<file path="src/hw/cps_consts.svh">
// Register offsets, field positions, reset values and bus constants
`ifndef CPS_CONSTS_SVH
`define CPS_CONSTS_SVH

// ----------------------------------------------------------------
// Register offsets (SMBus register pointer)
// ----------------------------------------------------------------
`define CPS_REG_ROUTE   3'h0
`define CPS_REG_PE      3'h1
`define CPS_REG_EQ      3'h2
`define CPS_REG_CTRL    3'h3
`define CPS_REG_STATUS  3'h4

// ----------------------------------------------------------------
// Control register fields and reset values
// ----------------------------------------------------------------
`define CPS_CTRL_OUT_EN_LSB  0
`define CPS_CTRL_OUT_EN_MSB  3
`define CPS_CTRL_IGN_EQ      4
`define CPS_CTRL_IGN_PE      5
`define CPS_CTRL_MON_EN      6
`define CPS_CTRL_SOFT_SLEEP  7
`define CPS_CTRL_RESET       8'h0f
`define CPS_ROUTE_RESET      8'h00
`define CPS_PE_RESET         8'h00
`define CPS_EQ_RESET         8'h00
`define CPS_STATUS_RESET     4'h0
`define CPS_RESERVED_READ    4'h0

// ----------------------------------------------------------------
// SMBus slave address (value is arbitrary)
// ----------------------------------------------------------------
`define CPS_SLAVE_ADDR       7'h5c

`endif

</file>
<file path="src/hw/cps_pkg.sv">
// Types shared by the crosspoint power and signal status logic
package cps_pkg;

  // --------------------------------------------------------------
  // SMBus slave states, one-hot
  // --------------------------------------------------------------
  typedef enum logic [5:0] {
    CPS_IDLE = 6'h01,  // Bus idle or not addressed
    CPS_ADDR = 6'h02,  // Shifting in address byte
    CPS_ACK  = 6'h04,  // Driving acknowledge bit
    CPS_WR   = 6'h08,  // Shifting in pointer or data byte
    CPS_RD   = 6'h10,  // Shifting out data byte
    CPS_RACK = 6'h20   // Sampling host acknowledge
  } cps_smb_state_t;

endpackage

</file>
<file path="src/hw/cps_reg_if.sv">
// Register access channel between the SMBus slave and the register file
`timescale 1ns/1ps
interface cps_reg_if;
  logic       wr_stb;   // One-cycle write pulse
  logic [2:0] addr;     // Register pointer
  logic [7:0] wr_data;  // Write data
  logic [7:0] rd_data;  // Read data at addr, one cycle late

  modport slave (output wr_stb, output addr, output wr_data,
                 input rd_data);
  modport regs  (input wr_stb, input addr, input wr_data,
                 output rd_data);
endinterface

</file>
<file path="src/hw/cps_smb_slave.sv">
// SMBus slave: byte shifting, acknowledge and register pointer
`timescale 1ns/1ps
`include "cps_consts.svh"
module cps_smb_slave (
  // Clock and reset
  input  wire logic mclk,
  input  wire logic rst,
  // SMBus pins
  input  wire logic scl,
  input  wire logic sda_in,
  output logic      sda_out,
  output logic      sda_oe,
  // Register channel
  cps_reg_if.slave  rb
);

  // --------------------------------------------------------------
  // Pin history and bus events
  // --------------------------------------------------------------
  logic       scl_q;      // Previous scl sample
  logic       sda_q;      // Previous sda sample
  logic       scl_rise;   // Clock rising, sample data
  logic       scl_fall;   // Clock falling, change data
  logic       bus_start;  // Start or repeated start
  logic       bus_stop;   // Stop condition

  // Open drain: only ever pulls low
  assign sda_out   = 1'b0;
  assign scl_rise  = scl & ~scl_q;
  assign scl_fall  = ~scl & scl_q;
  assign bus_start = scl & scl_q & sda_q & ~sda_in;
  assign bus_stop  = scl & scl_q & ~sda_q & sda_in;

  // Sample history
  always_ff @(posedge mclk or posedge rst) begin
    if (rst) begin
      scl_q <= 1'b1;
      sda_q <= 1'b1;
    end else begin
      scl_q <= scl;
      sda_q <= sda_in;
    end
  end

  // --------------------------------------------------------------
  // Transfer state machine
  // --------------------------------------------------------------
  cps_pkg::cps_smb_state_t state;  // Current phase
  logic [2:0] bit_cnt;    // Bits done in the byte
  logic [7:0] shreg;      // Shift register
  logic       byte_done;  // Eight bits taken
  logic       is_read;    // Direction of transfer
  logic       ptr_next;   // Next write byte is the pointer
  logic [2:0] ptr;        // Register pointer

  assign rb.addr = ptr;

  always_ff @(posedge mclk or posedge rst) begin
    if (rst) begin
      state     <= cps_pkg::CPS_IDLE;
      bit_cnt   <= 3'h0;
      shreg     <= 8'h00;
      byte_done <= 1'b0;
      is_read   <= 1'b0;
      ptr_next  <= 1'b0;
      ptr       <= 3'h0;
      sda_oe    <= 1'b0;
      rb.wr_stb <= 1'b0;
      rb.wr_data <= 8'h00;
    end else begin
      rb.wr_stb <= 1'b0;
      if (bus_stop) begin
        // Stop always frees the bus
        state  <= cps_pkg::CPS_IDLE;
        sda_oe <= 1'b0;
      end else if (bus_start) begin
        // Start, including repeated start for reads
        state     <= cps_pkg::CPS_ADDR;
        bit_cnt   <= 3'h0;
        byte_done <= 1'b0;
        sda_oe    <= 1'b0;
      end else begin
        case (state)
          cps_pkg::CPS_ADDR, cps_pkg::CPS_WR: begin
            if (scl_rise) begin
              shreg     <= {shreg[6:0], sda_in};
              bit_cnt   <= bit_cnt + 3'h1;
              byte_done <= (bit_cnt == 3'h7);
            end else if (scl_fall && byte_done) begin
              byte_done <= 1'b0;
              if (state == cps_pkg::CPS_ADDR) begin
                // Acknowledge own address only
                if (shreg[7:1] == `CPS_SLAVE_ADDR) begin
                  is_read  <= shreg[0];
                  ptr_next <= ~shreg[0];
                  sda_oe   <= 1'b1;
                  state    <= cps_pkg::CPS_ACK;
                end else begin
                  state <= cps_pkg::CPS_IDLE;
                end
              end else begin
                // First byte is the pointer, later bytes are data
                if (ptr_next) begin
                  ptr      <= shreg[2:0];
                  ptr_next <= 1'b0;
                end else begin
                  rb.wr_stb  <= 1'b1;
                  rb.wr_data <= shreg;
                end
                sda_oe <= 1'b1;
                state  <= cps_pkg::CPS_ACK;
              end
            end
          end
          cps_pkg::CPS_ACK: begin
            if (scl_fall) begin
              bit_cnt <= 3'h0;
              if (is_read) begin
                // Register data was presented during the ack clock
                shreg  <= {rb.rd_data[6:0], 1'b0};
                sda_oe <= ~rb.rd_data[7];
                state  <= cps_pkg::CPS_RD;
              end else begin
                sda_oe <= 1'b0;
                state  <= cps_pkg::CPS_WR;
              end
            end
          end
          cps_pkg::CPS_RD: begin
            if (scl_fall) begin
              bit_cnt <= bit_cnt + 3'h1;
              if (bit_cnt == 3'h7) begin
                sda_oe <= 1'b0;
                state  <= cps_pkg::CPS_RACK;
              end else begin
                sda_oe <= ~shreg[7];
                shreg  <= {shreg[6:0], 1'b0};
              end
            end
          end
          cps_pkg::CPS_RACK: begin
            // Host nack ends the read; ack asks for the same register
            if (scl_rise) begin
              state <= sda_in ? cps_pkg::CPS_IDLE : cps_pkg::CPS_ACK;
            end
          end
          default: begin
            sda_oe <= 1'b0;
          end
        endcase
      end
    end
  end

endmodule

</file>
<file path="src/hw/cps_power_status.sv">
// Crosspoint power mode decision, gating and signal status registers
//
// Summary of operation
// - Pin low and soft bit low: power down
// - Monitor enable still wakes inputs when down
// - Pin or soft bit high: power up, gate
// - Output on only if needed and enabled
// - Input on if routed while awake, or monitor enabled
// - Status bits 0-3 per input, reset 0
// - Valid signal on an enabled input reads one in status
// - Status bits 7-4 reserved, read only
// - Control bits 3-0 gate outputs, reset ones
// - Control bit 6 monitor enable, reset zero
// - Control bit 7 soft sleep, ORed pin
// - Status register at 4, writes ignored
`timescale 1ns/1ps
`include "cps_consts.svh"
module cps_power_status (
  // Clock and reset
  input  wire logic       mclk,
  input  wire logic       rst,
  // SMBus pins
  input  wire logic       scl,
  input  wire logic       sda_in,
  output logic            sda_out,
  output logic            sda_oe,
  // Device pins and analog detectors
  input  wire logic       power_down_pin_n,
  input  wire logic [3:0] lane_detect,
  // Power gating and configuration towards the analog blocks
  output logic            power_up_mode,
  output logic [3:0]      output_enable,
  output logic [3:0]      input_enable,
  output logic [7:0]      route_select,
  output logic [7:0]      pe_level,
  output logic [7:0]      eq_level,
  output logic            ignore_ext_eq,
  output logic            ignore_ext_pe
);

  // --------------------------------------------------------------
  // SMBus slave
  // --------------------------------------------------------------
  cps_reg_if rb ();

  logic sda_out_w;  // Slave data level, always low
  logic sda_oe_w;   // Slave pull-low enable

  cps_smb_slave u_slave (
    .mclk   (mclk),
    .rst    (rst),
    .scl    (scl),
    .sda_in (sda_in),
    .sda_out(sda_out_w),
    .sda_oe (sda_oe_w),
    .rb     (rb.slave)
  );

  // Retime pin drive so the top outputs come from flops
  always_ff @(posedge mclk or posedge rst) begin
    if (rst) begin
      sda_out <= 1'b0;
      sda_oe  <= 1'b0;
    end else begin
      sda_out <= sda_out_w;
      sda_oe  <= sda_oe_w;
    end
  end

  // --------------------------------------------------------------
  // Register file
  // --------------------------------------------------------------
  logic [7:0] ctrl;         // Control register
  logic [3:0] lane_status;  // Per input signal valid

  // Software writes; the status offset has no write path
  always_ff @(posedge mclk or posedge rst) begin
    if (rst) begin
      route_select <= `CPS_ROUTE_RESET;
      pe_level     <= `CPS_PE_RESET;
      eq_level     <= `CPS_EQ_RESET;
      ctrl         <= `CPS_CTRL_RESET;
    end else if (rb.wr_stb) begin
      if (rb.addr == `CPS_REG_ROUTE) begin
        route_select <= rb.wr_data;
      end else if (rb.addr == `CPS_REG_PE) begin
        pe_level <= rb.wr_data;
      end else if (rb.addr == `CPS_REG_EQ) begin
        eq_level <= rb.wr_data;
      end else if (rb.addr == `CPS_REG_CTRL) begin
        ctrl <= rb.wr_data;
      end
      // Status and unmapped offsets drop the write
    end
  end

  // Read mux, one cycle behind the pointer
  always_ff @(posedge mclk or posedge rst) begin
    if (rst) begin
      rb.rd_data <= 8'h00;
    end else if (rb.addr == `CPS_REG_ROUTE) begin
      rb.rd_data <= route_select;
    end else if (rb.addr == `CPS_REG_PE) begin
      rb.rd_data <= pe_level;
    end else if (rb.addr == `CPS_REG_EQ) begin
      rb.rd_data <= eq_level;
    end else if (rb.addr == `CPS_REG_CTRL) begin
      rb.rd_data <= ctrl;
    end else if (rb.addr == `CPS_REG_STATUS) begin
      // Reserved upper nibble reads as a fixed value
      rb.rd_data <= {`CPS_RESERVED_READ, lane_status};
    end else begin
      rb.rd_data <= 8'h00;
    end
  end

  // --------------------------------------------------------------
  // Power mode decision
  // --------------------------------------------------------------
  logic       awake;       // Pin and soft bit ORed
  logic       mon_en;      // Signal monitor enable
  logic [3:0] routed;      // Input used by some output
  logic [3:0] next_in_en;  // Next input enables

  // True when any output selects input idx
  function automatic logic is_routed(input logic [7:0] sel,
                                     input logic [1:0] idx);
    logic hit;
    hit = 1'b0;
    for (int o = 0; o < 4; o++) begin
      if (sel[2*o +: 2] == idx) begin
        hit = 1'b1;
      end
    end
    return hit;
  endfunction

  assign awake  = power_down_pin_n | ctrl[`CPS_CTRL_SOFT_SLEEP];
  assign mon_en = ctrl[`CPS_CTRL_MON_EN];

  // Each input has its own gating term
  genvar gi;
  generate
    for (gi = 0; gi < 4; gi++) begin : g_lane
      assign routed[gi] = is_routed(route_select, 2'(gi));
      // Monitor enable overrides gating in both modes
      assign next_in_en[gi] = (awake & routed[gi]) | mon_en;
    end
  endgenerate

  // Mode and gating flops; every output is always selected by the
  // two-bit route field, so an output is needed whenever awake
  always_ff @(posedge mclk or posedge rst) begin
    if (rst) begin
      power_up_mode <= 1'b0;
      output_enable <= 4'h0;
      input_enable  <= 4'h0;
      ignore_ext_eq <= 1'b0;
      ignore_ext_pe <= 1'b0;
    end else begin
      power_up_mode <= awake;
      output_enable <= awake ? ctrl[3:0] : 4'h0;
      input_enable  <= next_in_en;
      ignore_ext_eq <= ctrl[`CPS_CTRL_IGN_EQ];
      ignore_ext_pe <= ctrl[`CPS_CTRL_IGN_PE];
    end
  end

  // --------------------------------------------------------------
  // Signal status tracking
  // --------------------------------------------------------------
  // A gated-off monitor cannot see a signal, so it reports a fault
  always_ff @(posedge mclk or posedge rst) begin
    if (rst) begin
      lane_status <= `CPS_STATUS_RESET;
    end else begin
      lane_status <= next_in_en & lane_detect;
    end
  end

  // --------------------------------------------------------------
  // Assertions
  // --------------------------------------------------------------
  property p_sleep_off;
    @(posedge mclk) disable iff (rst)
    (!power_down_pin_n && !ctrl[7]) |=>
      (output_enable == 4'h0) && !power_up_mode;
  endproperty
  a_sleep_off: assert property (p_sleep_off)
    else $error("outputs on in power-down");

  property p_sleep_monitor;
    @(posedge mclk) disable iff (rst)
    (!awake && mon_en) |=> (input_enable == 4'hf);
  endproperty
  a_sleep_monitor: assert property (p_sleep_monitor)
    else $error("monitor enable ignored in power-down");

  property p_wake_mode;
    @(posedge mclk) disable iff (rst)
    (power_down_pin_n || ctrl[7]) |=> power_up_mode;
  endproperty
  a_wake_mode: assert property (p_wake_mode)
    else $error("not in power-up mode");

  property p_out_gate;
    @(posedge mclk) disable iff (rst)
    awake |=> (output_enable == $past(ctrl[3:0]));
  endproperty
  a_out_gate: assert property (p_out_gate)
    else $error("output enable differs from control bits");

  property p_in_routed;
    @(posedge mclk) disable iff (rst)
    (awake && !mon_en) |=> (input_enable == $past(routed));
  endproperty
  a_in_routed: assert property (p_in_routed)
    else $error("input enable differs from routing");

  property p_status_read;
    @(posedge mclk) disable iff (rst)
    (rb.addr == 3'h4) |=>
      (rb.rd_data == {4'h0, $past(lane_status)});
  endproperty
  a_status_read: assert property (p_status_read)
    else $error("status read value wrong");

  property p_valid_seen;
    @(posedge mclk) disable iff (rst)
    (mon_en && lane_detect[0]) ##1 (mon_en && lane_detect[0]) |->
      lane_status[0];
  endproperty
  a_valid_seen: assert property (p_valid_seen)
    else $error("valid signal not reported");

  property p_gated_fault;
    @(posedge mclk) disable iff (rst)
    1'b1 |=> ((lane_status & ~input_enable) == 4'h0);
  endproperty
  a_gated_fault: assert property (p_gated_fault)
    else $error("status set on gated input");

  property p_status_ro;
    @(posedge mclk) disable iff (rst)
    (rb.wr_stb && rb.addr == 3'h4) |=>
      $stable(ctrl) && $stable(route_select);
  endproperty
  a_status_ro: assert property (p_status_ro)
    else $error("write to status changed a register");

endmodule

</file>
<file path="config.mk">
export PLATFORM = sky130hd
export DESIGN_NAME = cps_power_status
export DESIGN_NICKNAME = d
export VERILOG_FILES = /design/src/hw/cps_pkg.sv /design/src/hw/cps_reg_if.sv /design/src/hw/cps_smb_slave.sv /design/src/hw/cps_power_status.sv
export VERILOG_INCLUDE_DIRS = /design/src /design/src/hw
export SDC_FILE = /design/constraint.sdc
export NUM_CORES = 1
export LEC_CHECK = 0
export BUFFER_PORTS_ARGS = -buffer_cell sky130_fd_sc_hd__buf_4
export CAP_MARGIN = 15
export CELL_PAD_IN_SITES_DETAIL_PLACEMENT = 1
export CELL_PAD_IN_SITES_GLOBAL_PLACEMENT = 1
export CORE_MARGIN = 5
export CORE_UTILIZATION = 49
export CTS_BUF_LIST = sky130_fd_sc_hd__clkbuf_8
export CTS_CLUSTER_DIAMETER = 50
export DETAILED_ROUTE_END_ITERATION = 6
export PLACE_DENSITY_LB_ADDON = 0.1
export SETUP_SLACK_MARGIN = 0.05
export SYNTH_ARGS = -nofsm -noshare
export SYNTH_HDL_FRONTEND = slang
export SYNTH_SLANG_ARGS = --single-unit
</file>
<file path="constraint.sdc">
create_clock -name mclk -period 3.45 [get_ports mclk]
set_input_delay 0.69 -clock mclk [delete_from_list [all_inputs] [get_ports mclk]]
set_output_delay 0.69 -clock mclk [all_outputs]
set_load 0.01 [all_outputs]
</file>
==> out/metrics.cfg <==
[timing]
max_slew_margin=0.294
min_period_over_period=0.818
tightestPinTransition_ns=1.06
rsz0062_at_grt=no
drv_slew=0
fmax_mhz=354
fin_tns_setup_ns=0
setup_violations=0
finClkSkew_ns=0.00952
fin_crit_ns=2.82
finalHoldViolCount=0

[synthesis]
syn-num-nets=344
synth_top_area_share=0.522
yosysTopAreaCell=dfrtp_1
synth_area_sq_um=4030
syn_area_per_cell_sq_um=12.1
synth_edf_count=0
async_reset_ff_frac=1.00
yosysSeqAreaShare=0.567
synth-seq-cells=91
netlist_top_cells_area=dfrtp_1, mux2_2, dfstp_2, mux2i_1, mux4_2
synth.distinct_cells=51
ys_warn_count=0
synth_cells=333
synth_ff_type=dfrtp_1

[hold_path]
hp-class=flop to flop

[run]
max_cap_violations=0

[route]
drt_pass1_iterations=4
wl_per_cell_microns=20.6
route.detailed.drc=0
detail-route-antenna-nets=0
num_vias=2781
routed_via_density=5.70
routed_wl_mm=10.0
drt-initial-drc-count=74

[die]
die_x_microns=101
die_h_microns=101
initial_utilization=0.498
num_rows=33
design.core.area_sq_um=8090
dieArea_sq_um=10100
io-pin-count=46

[layout]
layout_commonest_cell=dfrtp_1
drive_gt1_frac=0.313
diodes=0
final_cell_mix=dfrtp_1, buf_4, mux2_2, nand2_1, o21ai_0
syn_to_final_growth_pct=15.3
layout.nets=389
utilization=0.574

[worst_setup_path]
crit_type=flop to flop
crit_family=simple AND/OR/NAND/NOR gates
crit_path_start_kind=flop
crit_path_max_incr_delay_ns=0.73
required_ns=3.65
slowest_stage=or4_2
end_kind=flop
path_cells=or4_2, nor4_1, o2111ai_1, nand2_1, o21ai_0
worstPathMaxFanout=16
crit_buf_inv=0
critPathArrivalTime_ns=3.02

[grt]
grt_use_total=0.212
grt_pass1_vias=3058
overflow=0
antenna_found_initial=0
grt_max_degree=44
grt_pass1_wl_mm=16.6

[power]
pwr_density_cell_nw_per_um2=533
ir_drop_mv=0.201
p_sw_uw=812
pwr-share-clk=0.274
pwr-share-seq=0.494
swShare=0.328
p_leak_nw=2.22
p_comb_frac=0.233
intPower_mw=1.66

[clock_tree]
cts.sinks=91
cts_resized=0
cts_tree=yes
cts_root_buffer=clkbuf_8
cts_buffers=9
insertion_delay_ns=0.36
hold_buffers=0
clock_path_buffers=2
h-tree-depth=3
cts_setup_buffers=0
clk_pin_slew_ns=0.10

[place]
dpl.hpwl_mm=7.09
gp_congestion=0.898
portBuffers=44

[run_status]
status=finished, final reports clean

==> power by group through the flow <==
stage	clock network, mW	logic [mW]	registers (mW)
2_1_floorplan	0	0.447	1.21
3_3_place_gp	0	0.565	1.23
3_5_place_dp	0	0.575	1.24
4_1_cts	0.688	0.578	1.22
5_1_grt	0.740	0.634	1.23
6_report	0.677	0.576	1.22
==> cells in the mapped netlist, drive strengths merged, types with 6 or more instances <==
master,instances
nor3,7
dfrtp,84
nand3,6
dfstp,7
clkbuf,13
nand2,28
nor2b,12
nor2,13
o21ai,22
mux2i,14
mux2,40
inv,11
==> sequential cells by signal, indices dropped and copies added, names as in the netlist, 3 cells and up <==
register,count
u_slave.rb.wr_data,8
pe_level,8
output_enable,4
u_slave.shreg,8
eq_level,8
rb.rd_data,8
route_select,8
u_slave.rb.addr,3
input_enable,4
u_slave.state,6
lane_status,4
u_slave.bit_cnt,3
ctrl,8
==> final timing paths <==
check / from / cells past startpoint / end / slack (ns)
setup / recovery: u_slave.state[5] / 5 / u_slave.shreg[2] / 0.63
hold / removal: u_slave.sda_oe / 0 / sda_oe / 0.40
setup reg to reg: u_slave.state[5] / 5 / u_slave.shreg[2] / 0.63
hold reg to reg: u_slave.sda_oe / 0 / sda_oe / 0.40
max in group asynchronous: rst / 3 / ctrl[1] / 2.12
min in group asynchronous: rst / 2 / ctrl[5] / 0.43
==> final cells by class <==
class | count | area [sq um]
Fill cell | 897 | 3450
Sequential cell | 91 | 2290
Multi-Input combinational cell | 216 | 1640
Timing Repair Buffer | 49 | 368
Clock buffer | 10 | 138
Tap cell | 105 | 131
Inverter | 11 | 42.5
Clock inverter | 6 | 41.3
==> stage by stage <==
step | instances | hold slack [ns] | power, mW | setup WS [ns] | instance area [sq um]
floorplan | 333 | 0.353 | 1.66 | 0.408 | 4030
global placement | 472 | 0.368 | 1.80 | 0.878 | 4470
detailed placement | 472 | 0.386 | 1.81 | 0.692 | 4470
CTS | 488 | 0.403 | 2.49 | 0.649 | 4650
global route | 488 | 0.409 | 2.61 | 0.389 | 4650
finish | 488 | 0.397 | 2.47 | 0.627 | 4650
==> logic make-up after synthesis <==
logic type      after synthesis  share of synthesized area
flops                        91                      0.567
xor+xnor                      3                    0.00652
mux                          59                      0.175
other cells                   1                   0.000931
fa+ha+maj                     3                    0.00869
buf+inv                      26                     0.0258
simple gates                 92                      0.123
compound gates               58                     0.0935
==> per-layer routing <==
metal,vias to the layer above,GRT usage,part of all wire
met4,0,0.0580,0.012
met5,-,0,0
li1,1280,-,-
met2,32,0.359,0.51
met3,11,0.0367,0.019
met1,1458,0.280,0.45
Note: power is estimated with default switching activity, not from simulation.
